===== src/common/bat_limiter_pkg.sv =====
// constants and register map of the battery tracking limiter control
// Contract
// - battery readout is 8-bit unsigned, full byte
// - readout at index 0x0c, resets to zero
// - ratio bits 7:6 select 1:1 to 4:1
// - ratio applies only below inflection threshold
// - inflection bits 5:3, 3.9 V down to 3.2 V
// - tracking below threshold lowers limiter threshold
// - bit 2 tracking: 0 fixed, 1 follows battery
// - mode 00 all off, 01 limiter always on
// - mode 10 mutes output below threshold
// - mode 11 limiter engages only below threshold
// - control at index 0x0d, resets to 0xa4
// - warning flag while level at/below threshold
// - flag while gain is being reduced
package bat_limiter_pkg;

   // register indices; byte address is four times the index
   localparam logic [7:0] READOUT_IDX   = 8'h0c;
   localparam logic [7:0] SETUP_IDX     = 8'h0d;
   localparam logic [7:0] STATUS_IDX    = 8'h10;
   localparam logic [7:0] READOUT_ADDR  = 8'h30;
   localparam logic [7:0] SETUP_ADDR    = 8'h34;
   localparam logic [7:0] STATUS_ADDR   = 8'h40;

   // reset values
   localparam logic [7:0] READOUT_RST   = 8'h00;
   localparam logic [7:0] SETUP_RST     = 8'ha4;

   // field positions in the limiter setup register
   localparam int RATIO_MSB    = 7;
   localparam int RATIO_LSB    = 6;
   localparam int INFL_MSB     = 5;
   localparam int INFL_LSB     = 3;
   localparam int TRACK_BIT    = 2;
   localparam int MODE_MSB     = 1;
   localparam int MODE_LSB     = 0;

   // field positions in the status register
   localparam int LOW_BAT_BIT  = 0;
   localparam int GAIN_RED_BIT = 5;
   localparam int RED_LSB      = 8;
   localparam int RED_MSB      = 15;

   // battery code scale: 3.9 V maps to 195, 0.1 V is 5 codes
   localparam logic [7:0] INFL_TOP_CODE  = 8'hc3;
   localparam logic [7:0] INFL_STEP_CODE = 8'h05;

   // limiter mode selection
   typedef enum logic [1:0] {
      MODE_OFF      = 2'b00,
      MODE_ON       = 2'b01,
      MODE_MUTE_LOW = 2'b10,
      MODE_ON_LOW   = 2'b11
   } limiter_mode_select_t;

   // axi response codes
   localparam logic [1:0] RESP_OKAY   = 2'b00;
   localparam logic [1:0] RESP_SLVERR = 2'b10;

endpackage


===== src/verilog/bat_limiter_ctrl.sv =====
// battery tracking limiter control with axi4-lite register slave
`timescale 1ns/10ps
`default_nettype none
module bat_limiter_ctrl
   import bat_limiter_pkg::*;
(
   input  wire logic        sys_clk_i,
   input  wire logic        rst_n_i,
   // axi4-lite slave
   input  wire logic [7:0]  s_axi_awaddr,
   input  wire logic [2:0]  s_axi_awprot,
   input  wire logic        s_axi_awvalid,
   output logic             s_axi_awready,
   input  wire logic [31:0] s_axi_wdata,
   input  wire logic [3:0]  s_axi_wstrb,
   input  wire logic        s_axi_wvalid,
   output logic             s_axi_wready,
   output logic [1:0]       s_axi_bresp,
   output logic             s_axi_bvalid,
   input  wire logic        s_axi_bready,
   input  wire logic [7:0]  s_axi_araddr,
   input  wire logic [2:0]  s_axi_arprot,
   input  wire logic        s_axi_arvalid,
   output logic             s_axi_arready,
   output logic [31:0]      s_axi_rdata,
   output logic [1:0]       s_axi_rresp,
   output logic             s_axi_rvalid,
   input  wire logic        s_axi_rready,
   // battery measurement from the converter
   input  wire logic [7:0]  battery_sample_i,
   input  wire logic        battery_sample_valid_i,
   // limiter feedback and control
   input  wire logic        limiter_acting_i,
   output logic             limiter_enable_o,
   output logic             mute_o,
   output logic [7:0]       threshold_reduction_o,
   output logic             low_battery_flag_o,
   output logic             gain_reduction_active_o
);
   import bat_limiter_pkg::*;

   // stored registers
   logic [7:0]  battery_level_readout_r;
   logic [7:0]  limiter_setup_one_r;

   // write channel capture
   logic        aw_held_r;
   logic [7:0]  aw_addr_r;
   logic        w_held_r;
   logic [31:0] w_data_r;
   logic [3:0]  w_strb_r;
   logic        bvalid_r;
   logic [1:0]  bresp_r;

   // read channel
   logic        rvalid_r;
   logic [31:0] rdata_r;
   logic [1:0]  rresp_r;

   // decoded write
   logic        wr_fire;
   logic        wr_setup;
   logic        wr_ok;
   logic [7:0]  rd_byte_addr;

   // decoder outputs
   logic        flag_low;
   logic        flag_gain;
   logic [7:0]  reduction;
   logic [31:0] status_word;
   logic [31:0] rd_word;
   logic        rd_hit;

   // protection bits carry no meaning for this block
   logic        unused_prot;
   assign unused_prot = ^{s_axi_awprot, s_axi_arprot,
                          s_axi_wdata[31:8]};

   // ---- write address and data, taken in either order ----

   // ready only while the slot is empty, so a held beat is never lost
   assign s_axi_awready = !aw_held_r && !bvalid_r;
   assign s_axi_wready  = !w_held_r && !bvalid_r;

   // address slot
   always_ff @(posedge sys_clk_i) begin
      if (!rst_n_i) begin
         aw_held_r <= 1'b0;
         aw_addr_r <= 8'h00;
      end else if (s_axi_awvalid && s_axi_awready) begin
         aw_held_r <= 1'b1;
         aw_addr_r <= s_axi_awaddr;
      end else if (wr_fire) begin
         aw_held_r <= 1'b0;
      end
   end

   // data slot
   always_ff @(posedge sys_clk_i) begin
      if (!rst_n_i) begin
         w_held_r <= 1'b0;
         w_data_r <= 32'h0000_0000;
         w_strb_r <= 4'h0;
      end else if (s_axi_wvalid && s_axi_wready) begin
         w_held_r <= 1'b1;
         w_data_r <= s_axi_wdata;
         w_strb_r <= s_axi_wstrb;
      end else if (wr_fire) begin
         w_held_r <= 1'b0;
      end
   end

   // write executes once both halves are held
   assign wr_fire  = aw_held_r && w_held_r && !bvalid_r;
   assign wr_setup = wr_fire && (aw_addr_r == SETUP_ADDR);
   // readout and status are read only; writes there are refused
   assign wr_ok    = (aw_addr_r == SETUP_ADDR);

   // write response
   always_ff @(posedge sys_clk_i) begin
      if (!rst_n_i) begin
         bvalid_r <= 1'b0;
         bresp_r  <= RESP_OKAY;
      end else if (wr_fire) begin
         bvalid_r <= 1'b1;
         bresp_r  <= wr_ok ? RESP_OKAY : RESP_SLVERR;
      end else if (s_axi_bready) begin
         bvalid_r <= 1'b0;
      end
   end

   assign s_axi_bvalid = bvalid_r;
   assign s_axi_bresp  = bresp_r;

   // ---- limiter setup register ----

   // only byte lane 0 carries the 8-bit register
   always_ff @(posedge sys_clk_i) begin
      if (!rst_n_i) begin
         limiter_setup_one_r <= SETUP_RST;
      end else if (wr_setup && w_strb_r[0]) begin
         limiter_setup_one_r <= w_data_r[7:0];
      end
   end

   // ---- battery readout ----

   // holds zero until the first measurement arrives
   always_ff @(posedge sys_clk_i) begin
      if (!rst_n_i) begin
         battery_level_readout_r <= READOUT_RST;
      end else if (battery_sample_valid_i) begin
         battery_level_readout_r <= battery_sample_i;
      end
   end

   // ---- decision logic ----

   // compares the stored readout, not the raw sample, so software
   // sees the value that steered the decision, except in the one cycle after the readout changes
   limiter_decide u_decide (
      .sys_clk_i               (sys_clk_i),
      .rst_n_i                 (rst_n_i),
      .level_i                 (battery_level_readout_r),
      .ratio_i                 (limiter_setup_one_r[RATIO_MSB:RATIO_LSB]),
      .inflection_i            (limiter_setup_one_r[INFL_MSB:INFL_LSB]),
      .track_i                 (limiter_setup_one_r[TRACK_BIT]),
      .mode_i                  (limiter_mode_select_t'(
                                limiter_setup_one_r[MODE_MSB:MODE_LSB])),
      .limiter_acting_i        (limiter_acting_i),
      .limiter_enable_o        (limiter_enable_o),
      .mute_o                  (mute_o),
      .low_battery_flag_o      (flag_low),
      .gain_reduction_active_o (flag_gain),
      .reduction_o             (reduction)
   );

   assign low_battery_flag_o      = flag_low;
   assign gain_reduction_active_o = flag_gain;
   assign threshold_reduction_o   = reduction;

   // ---- status word ----

   // live flags plus the present drop of the limiter threshold
   always_comb begin
      status_word = 32'h0000_0000;
      status_word[LOW_BAT_BIT]     = flag_low;
      status_word[GAIN_RED_BIT]    = flag_gain;
      status_word[RED_MSB:RED_LSB] = reduction;
   end

   // ---- read channel ----

   assign rd_byte_addr  = s_axi_araddr;
   assign s_axi_arready = !rvalid_r;

   // read decode; unmapped words read zero with an error
   always_comb begin
      rd_word = 32'h0000_0000;
      rd_hit  = 1'b1;
      unique case (rd_byte_addr)
         READOUT_ADDR: rd_word = {24'h00_0000, battery_level_readout_r};
         SETUP_ADDR:   rd_word = {24'h00_0000, limiter_setup_one_r};
         STATUS_ADDR:  rd_word = status_word;
         default:      rd_hit  = 1'b0;
      endcase
   end

   // read data registered one cycle after the address is taken
   always_ff @(posedge sys_clk_i) begin
      if (!rst_n_i) begin
         rvalid_r <= 1'b0;
         rdata_r  <= 32'h0000_0000;
         rresp_r  <= RESP_OKAY;
      end else if (s_axi_arvalid && s_axi_arready) begin
         rvalid_r <= 1'b1;
         rdata_r  <= rd_word;
         rresp_r  <= rd_hit ? RESP_OKAY : RESP_SLVERR;
      end else if (s_axi_rready) begin
         rvalid_r <= 1'b0;
      end
   end

   assign s_axi_rvalid = rvalid_r;
   assign s_axi_rdata  = rdata_r;
   assign s_axi_rresp  = rresp_r;

endmodule
`default_nettype wire


===== src/verilog/limiter_decide.sv =====
// battery comparison and limiter decision, registered outputs
`timescale 1ns/10ps
`default_nettype none
module limiter_decide
   import bat_limiter_pkg::*;
(
   input  wire logic                 sys_clk_i,
   input  wire logic                 rst_n_i,
   input  wire logic [7:0]           level_i,
   input  wire logic [1:0]           ratio_i,
   input  wire logic [2:0]           inflection_i,
   input  wire logic                 track_i,
   input  wire limiter_mode_select_t mode_i,
   input  wire logic                 limiter_acting_i,
   output logic                      limiter_enable_o,
   output logic                      mute_o,
   output logic                      low_battery_flag_o,
   output logic                      gain_reduction_active_o,
   output logic [7:0]                reduction_o
);
   import bat_limiter_pkg::*;

   logic [7:0] thresh;
   logic       below;
   logic       at_or_below;
   logic [7:0] deficit;
   logic [9:0] scaled;
   logic       engaged;
   logic [7:0] red_nxt;

   // inflection code to battery code, 0.1 V per step
   always_comb begin
      thresh = 8'(INFL_TOP_CODE - 8'(inflection_i * INFL_STEP_CODE));
      below = level_i < thresh;
      at_or_below = level_i <= thresh;
      deficit = below ? 8'(thresh - level_i) : 8'h00;
   end

   // n:1 ratio drops the limit (n-1) codes per code of battery fall
   always_comb begin
      scaled = 10'(deficit) * 10'(ratio_i);
      engaged = 1'b0;
      unique case (mode_i)
         MODE_OFF:      engaged = 1'b0;
         MODE_ON:       engaged = 1'b1;
         MODE_MUTE_LOW: engaged = 1'b0;
         MODE_ON_LOW:   engaged = below;
      endcase
      // saturate so a deep sag never wraps to a small drop
      if (!(track_i && engaged && below))
         red_nxt = 8'h00;
      else if (scaled[9:8] != 2'b00)
         red_nxt = 8'hff;
      else
         red_nxt = scaled[7:0];
   end

   // all decisions land one cycle after the readout changes
   always_ff @(posedge sys_clk_i) begin
      if (!rst_n_i) begin
         limiter_enable_o        <= 1'b0;
         mute_o                  <= 1'b0;
         low_battery_flag_o      <= 1'b0;
         gain_reduction_active_o <= 1'b0;
         reduction_o             <= 8'h00;
      end else begin
         limiter_enable_o   <= engaged;
         mute_o             <= (mode_i == MODE_MUTE_LOW) && below;
         low_battery_flag_o <= at_or_below;
         gain_reduction_active_o <= (engaged && limiter_acting_i)
                                    || (red_nxt != 8'h00);
         reduction_o        <= red_nxt;
      end
   end

endmodule
`default_nettype wire

===== config.mk =====
export PLATFORM = sky130hd
export DESIGN_NAME = bat_limiter_ctrl
export DESIGN_NICKNAME = d
export VERILOG_FILES = /design/src/common/bat_limiter_pkg.sv /design/src/verilog/bat_limiter_ctrl.sv /design/src/verilog/limiter_decide.sv
export SDC_FILE = /design/constraint.sdc
export NUM_CORES = 1
export LEC_CHECK = 0
export ABC_AREA = 1
export BUFFER_PORTS_ARGS = -buffer_cell sky130_fd_sc_hd__buf_4
export CAP_MARGIN = 0
export CELL_PAD_IN_SITES_DETAIL_PLACEMENT = 1
export CELL_PAD_IN_SITES_GLOBAL_PLACEMENT = 2
export CORE_MARGIN = 1.5
export CORE_UTILIZATION = 29
export DETAILED_ROUTE_END_ITERATION = 12
export PLACE_DENSITY_LB_ADDON = 0.1
export RECOVER_POWER = 50
export SKIP_LAST_GASP = 1
export SLEW_MARGIN = 20
export SYNTH_ARGS = -nofsm -noshare
export SYNTH_HDL_FRONTEND = slang
export SYNTH_HIERARCHICAL = 1
export SYNTH_SLANG_ARGS = --single-unit

===== constraint.sdc =====
create_clock -name sys_clk_i -period 6.5 [get_ports sys_clk_i]
set_clock_uncertainty 0.1 [all_clocks]
set_input_delay 1.95 -clock sys_clk_i [delete_from_list [all_inputs] [get_ports sys_clk_i]]
set_output_delay 1.95 -clock sys_clk_i [all_outputs]
set_load 0.1 [all_outputs]

==> metrics.md <==
| Metric | Value |
|---|---|
| Post-DR wirelength/cell | 13.0 um |
| Worst path required time | 6.61 ns |
| Largest net degree at the start of global routing | 49 |
| Period utilization | 74.9% |
| Nets | 691 |
| Worst skew pair latency | 0.34 ns |
| Total die area | 13400 um2 |
| Crit path kind | reg2reg |
| Final Non-Filler Cells | 772 |
| Initial DRC count | 135 |
| Max VDD drop | 127 uV |
| Final setup TNS | 0 ns |
| Critical Path Sink Type | flip-flop |
| GP Congestion | 0.750 |
| Grt met1 use | 19.0% |
| First-pass GRT wire length | 16700 um |
| Diode count | 0 |
| Fin worst setup slack | 1.63 ns |
| Mean Syn Cell Area | 7.07 um2 |
| Post-detailed-routing wire length | 10100 um |
| Relative slew margins | -33.4% |
| GR Util met3 | 3.56% |
| Vias | 3390 |
| Seq cells post-synth | 67 |
| DR vias/cell | 4.39 |
| Final hold violations | 0 |
| Crit start category | flip-flop |
| FF-to-FF Start | limiter_setup_one_r[5]$_SDFFE_PN1P_ |
| P_leak | 2.13 nW |
| CTS tree | built |
| Post-synth cell types | 36 |
| Min Tclk post-route | 4.87 ns |
| Total track usage | 16.3% |
| Num ports | 128 |
| Hold/Removal Path Class | reg2reg |
| Placed insts | 756 |
| Failing checks | max-capacitance violations, max-slew violations |
| GRT Max-Usage Layer | met2 |
| Vias in the first global route | 3473 |
| HPWL after DPL | 7920 um |
| Setup bufs post-CTS | 0 |
| Clk slew on worst S/H paths | 0.06 ns |
| Post-Synthesis Cells | 523 |
| # rows | 41 |
| CTS sink count | 67 |
| CP Max Fanout | 11 |
| Maxcap violations | 1 |
| Hold-fix buffers, CTS | 0 |
| Initial core utilization | 29.5% |
| Die Height | 116 um |
| GR Util met2 | 28.8% |
| F_max | 205 MHz |
| DRC | 0 |
| Worst-margin pin slew | 2.00 ns |
| Placed inst area | 4340 um2 |
| Pwr dens | 261 nW/um2 |
| Sequential-to-total area share from yosys stat | 36.3% |
| Port bufs | 76 |
| Resized cells post-CTS | 0 |
| CTS buffer count | 9 |
| CTS root buf | clkbuf_16 |
| CP startpoint | limiter_setup_one_r[5]$_SDFFE_PN1P_ |
| Fin area | 4610 um2 |
| Cell Area, Synth | 3700 um2 |
| Die Width | 116 um |
| H-tree levels | 3 |
| Crit path DAT | 4.98 ns |
| Max-slew violations | 49 |
| Core area | 12500 um2 |
| TritonRoute pass-1 iters | 4 |
| RSZ-0062 raised after global routing | false |
| Power, Total | 1.20 mW |
| Syn. warnings | 6 |
| CTS max path bufs | 2 |
| Share of layout cells above drive strength 1 | 17.8% |
| Antenna viol nets, final | 0 |
| Hold Path Origin | w_data_r[5]$_SDFFE_PN0P_ |
| Number of antenna violations at the first check in global routing | 0 |
| Layout area overhead | 24.6% |
| Setup violators final | 0 |
| Remaining global-route overflow | 0 |
| Place WS | 1.62 ns |
| Status | finished with violations |
-- sequential cells by signal, summed over array words and instances (netlist names), 8 cells and up --
register,count
s_axi_rdata,16
aw_addr_r,8
battery_level_readout_r,8
limiter_setup_one_r,8
u_decide/reduction_o,8
w_data_r,8
-- cells in the final DEF, fill, tap and decap left out, types with 3 or more instances in the layout --
master,instances
xor2_1,3
nand3_1,32
o21ai_1,5
nand2_1,90
nor3_1,5
or2_2,3
ha_1,19
inv_1,62
nand3_4,3
nand2_2,5
nand4_1,6
clkbuf_16,9
buf_4,62
o21ai_0,43
o21ai_2,5
xnor2_1,5
nor2_1,79
clkbuf_1,15
nor2_2,3
inv_2,6
conb_1,18
a21oi_1,35
dfxtp_1,67
-- metal layers --
metal / up-vias / share of wire [%]
met5: - / 0
met4: 0 / 2.0
met3: 12 / 3.4
met2: 49 / 50
met1: 1542 / 44
li1: 1787 / -
-- synth_stat cells --
| cell | instances | area (um2) |
|---|---|---|
| ha_1 | 19 | 238 |
| buf_4 | 19 | 143 |
| a21oi_1 | 35 | 175 |
| conb_1 | 1 | 3.75 |
| nand2_1 | 90 | 338 |
| clkinv_1 | 1 | 3.75 |
| inv_1 | 62 | 233 |
| fa_1 | 2 | 40.0 |
| nor2_2 | 3 | 18.8 |
| nand3_2 | 1 | 10.0 |
| o21ai_2 | 5 | 43.8 |
| buf_2 | 5 | 25.0 |
| or2_1 | 1 | 6.26 |
| nand3b_1 | 1 | 7.51 |
| buf_6 | 1 | 11.3 |
| clkbuf_1 | 7 | 26.3 |
| dfxtp_1 | 67 | 1340 |
| o21a_1 | 1 | 7.51 |
| a31oi_1 | 2 | 12.5 |
| nor2_1 | 79 | 297 |
| nand3_4 | 3 | 52.6 |
| a21boi_2 | 1 | 11.3 |
| nor3_1 | 5 | 25.0 |
| o21ai_0 | 38 | 190 |
| nor3_4 | 1 | 16.3 |
| nand4_1 | 6 | 37.5 |
| nand4_2 | 1 | 12.5 |
| nand2_2 | 5 | 31.3 |
| a21oi_2 | 1 | 8.76 |
| inv_2 | 6 | 22.5 |
| or2_2 | 3 | 18.8 |
| o21ai_1 | 10 | 50.1 |
| a311oi_1 | 1 | 8.76 |
| xor2_1 | 3 | 26.3 |
| xnor2_1 | 5 | 43.8 |
| nand3_1 | 32 | 160 |
-- worst paths after layout --
check | endpoint | slack, ns | cells after the start
min reg2reg | limiter_setup_one_r[5]$_SDFFE_PN1P_ | 0.36 | 2
max | u_decide/gain_reduction_active_o$_SDFF_PN0_ | 1.63 | 24
min | limiter_setup_one_r[5]$_SDFFE_PN1P_ | 0.36 | 2
max reg2reg | u_decide/gain_reduction_active_o$_SDFF_PN0_ | 1.63 | 24
-- stage by stage --
step | hold slack, ns | util [%]
after detailed placement | 0.352 | 34.7
after CTS | 0.362 | 37.2
after global routing | 0.383 | 36.8
after global placement | 0.343 | 34.7
final | 0.359 | 36.8
after floorplan | 0.329 | -
-- where the power goes --
group	internal [mW]	switching, mW	total [mW]
Clock	0.336	0.185	0.521
Combinational	0.0576	0.178	0.236
Sequential	0.431	0.0140	0.445
-- area by class of cell --
type                       instances  area (um2)
sequential                        67        1340
clock buffer                      10         229
inverter                          69         259
timing repair buffer              76         518
clock inverter                     6        88.8
multi-input combinational        372        1950
tap                              172         215
fill                            1609        7910
-- worst max-delay path, cell delays in order, from the launching register on --
cell and delay [ns]:
dfxtp_1 0.41, ha_1 0.19, ha_1 0.17, inv_1 0.06
ha_1 0.31, nor3_1 0.19, xnor2_1 0.16, ha_1 0.32
nand2_1 0.09, nand2_1 0.07, a21oi_1 0.21, nand2_1 0.11
o21ai_1 0.39, nor3_1 0.10, ha_1 0.28, fa_1 0.44
nand4_1 0.12, nand3_1 0.13, nand3b_1 0.22, nand3_2 0.13
nand3_4 0.12, o21ai_2 0.17, nand2_1 0.07, nor2_1 0.11
a21oi_1 0.07
-- logic make-up (layout without fill, tap and decap cells) --
| family | Yosys count | after routing | share of synthesized area, % |
|---|---|---|---|
| buffers and inverters | 101 | 161 | 12.6 |
| AND/OR/NAND/NOR | 231 | 231 | 27.9 |
| adder cells (fa/ha/maj) | 21 | 21 | 7.52 |
| XOR/XNOR | 8 | 8 | 1.90 |
| flip-flops | 67 | 67 | 36.3 |
| other | 1 | 18 | 0.101 |
| AO/OA/AOI/OAI | 94 | 94 | 13.7 |
No activity file was read; power rests on OpenSTA's default activity.
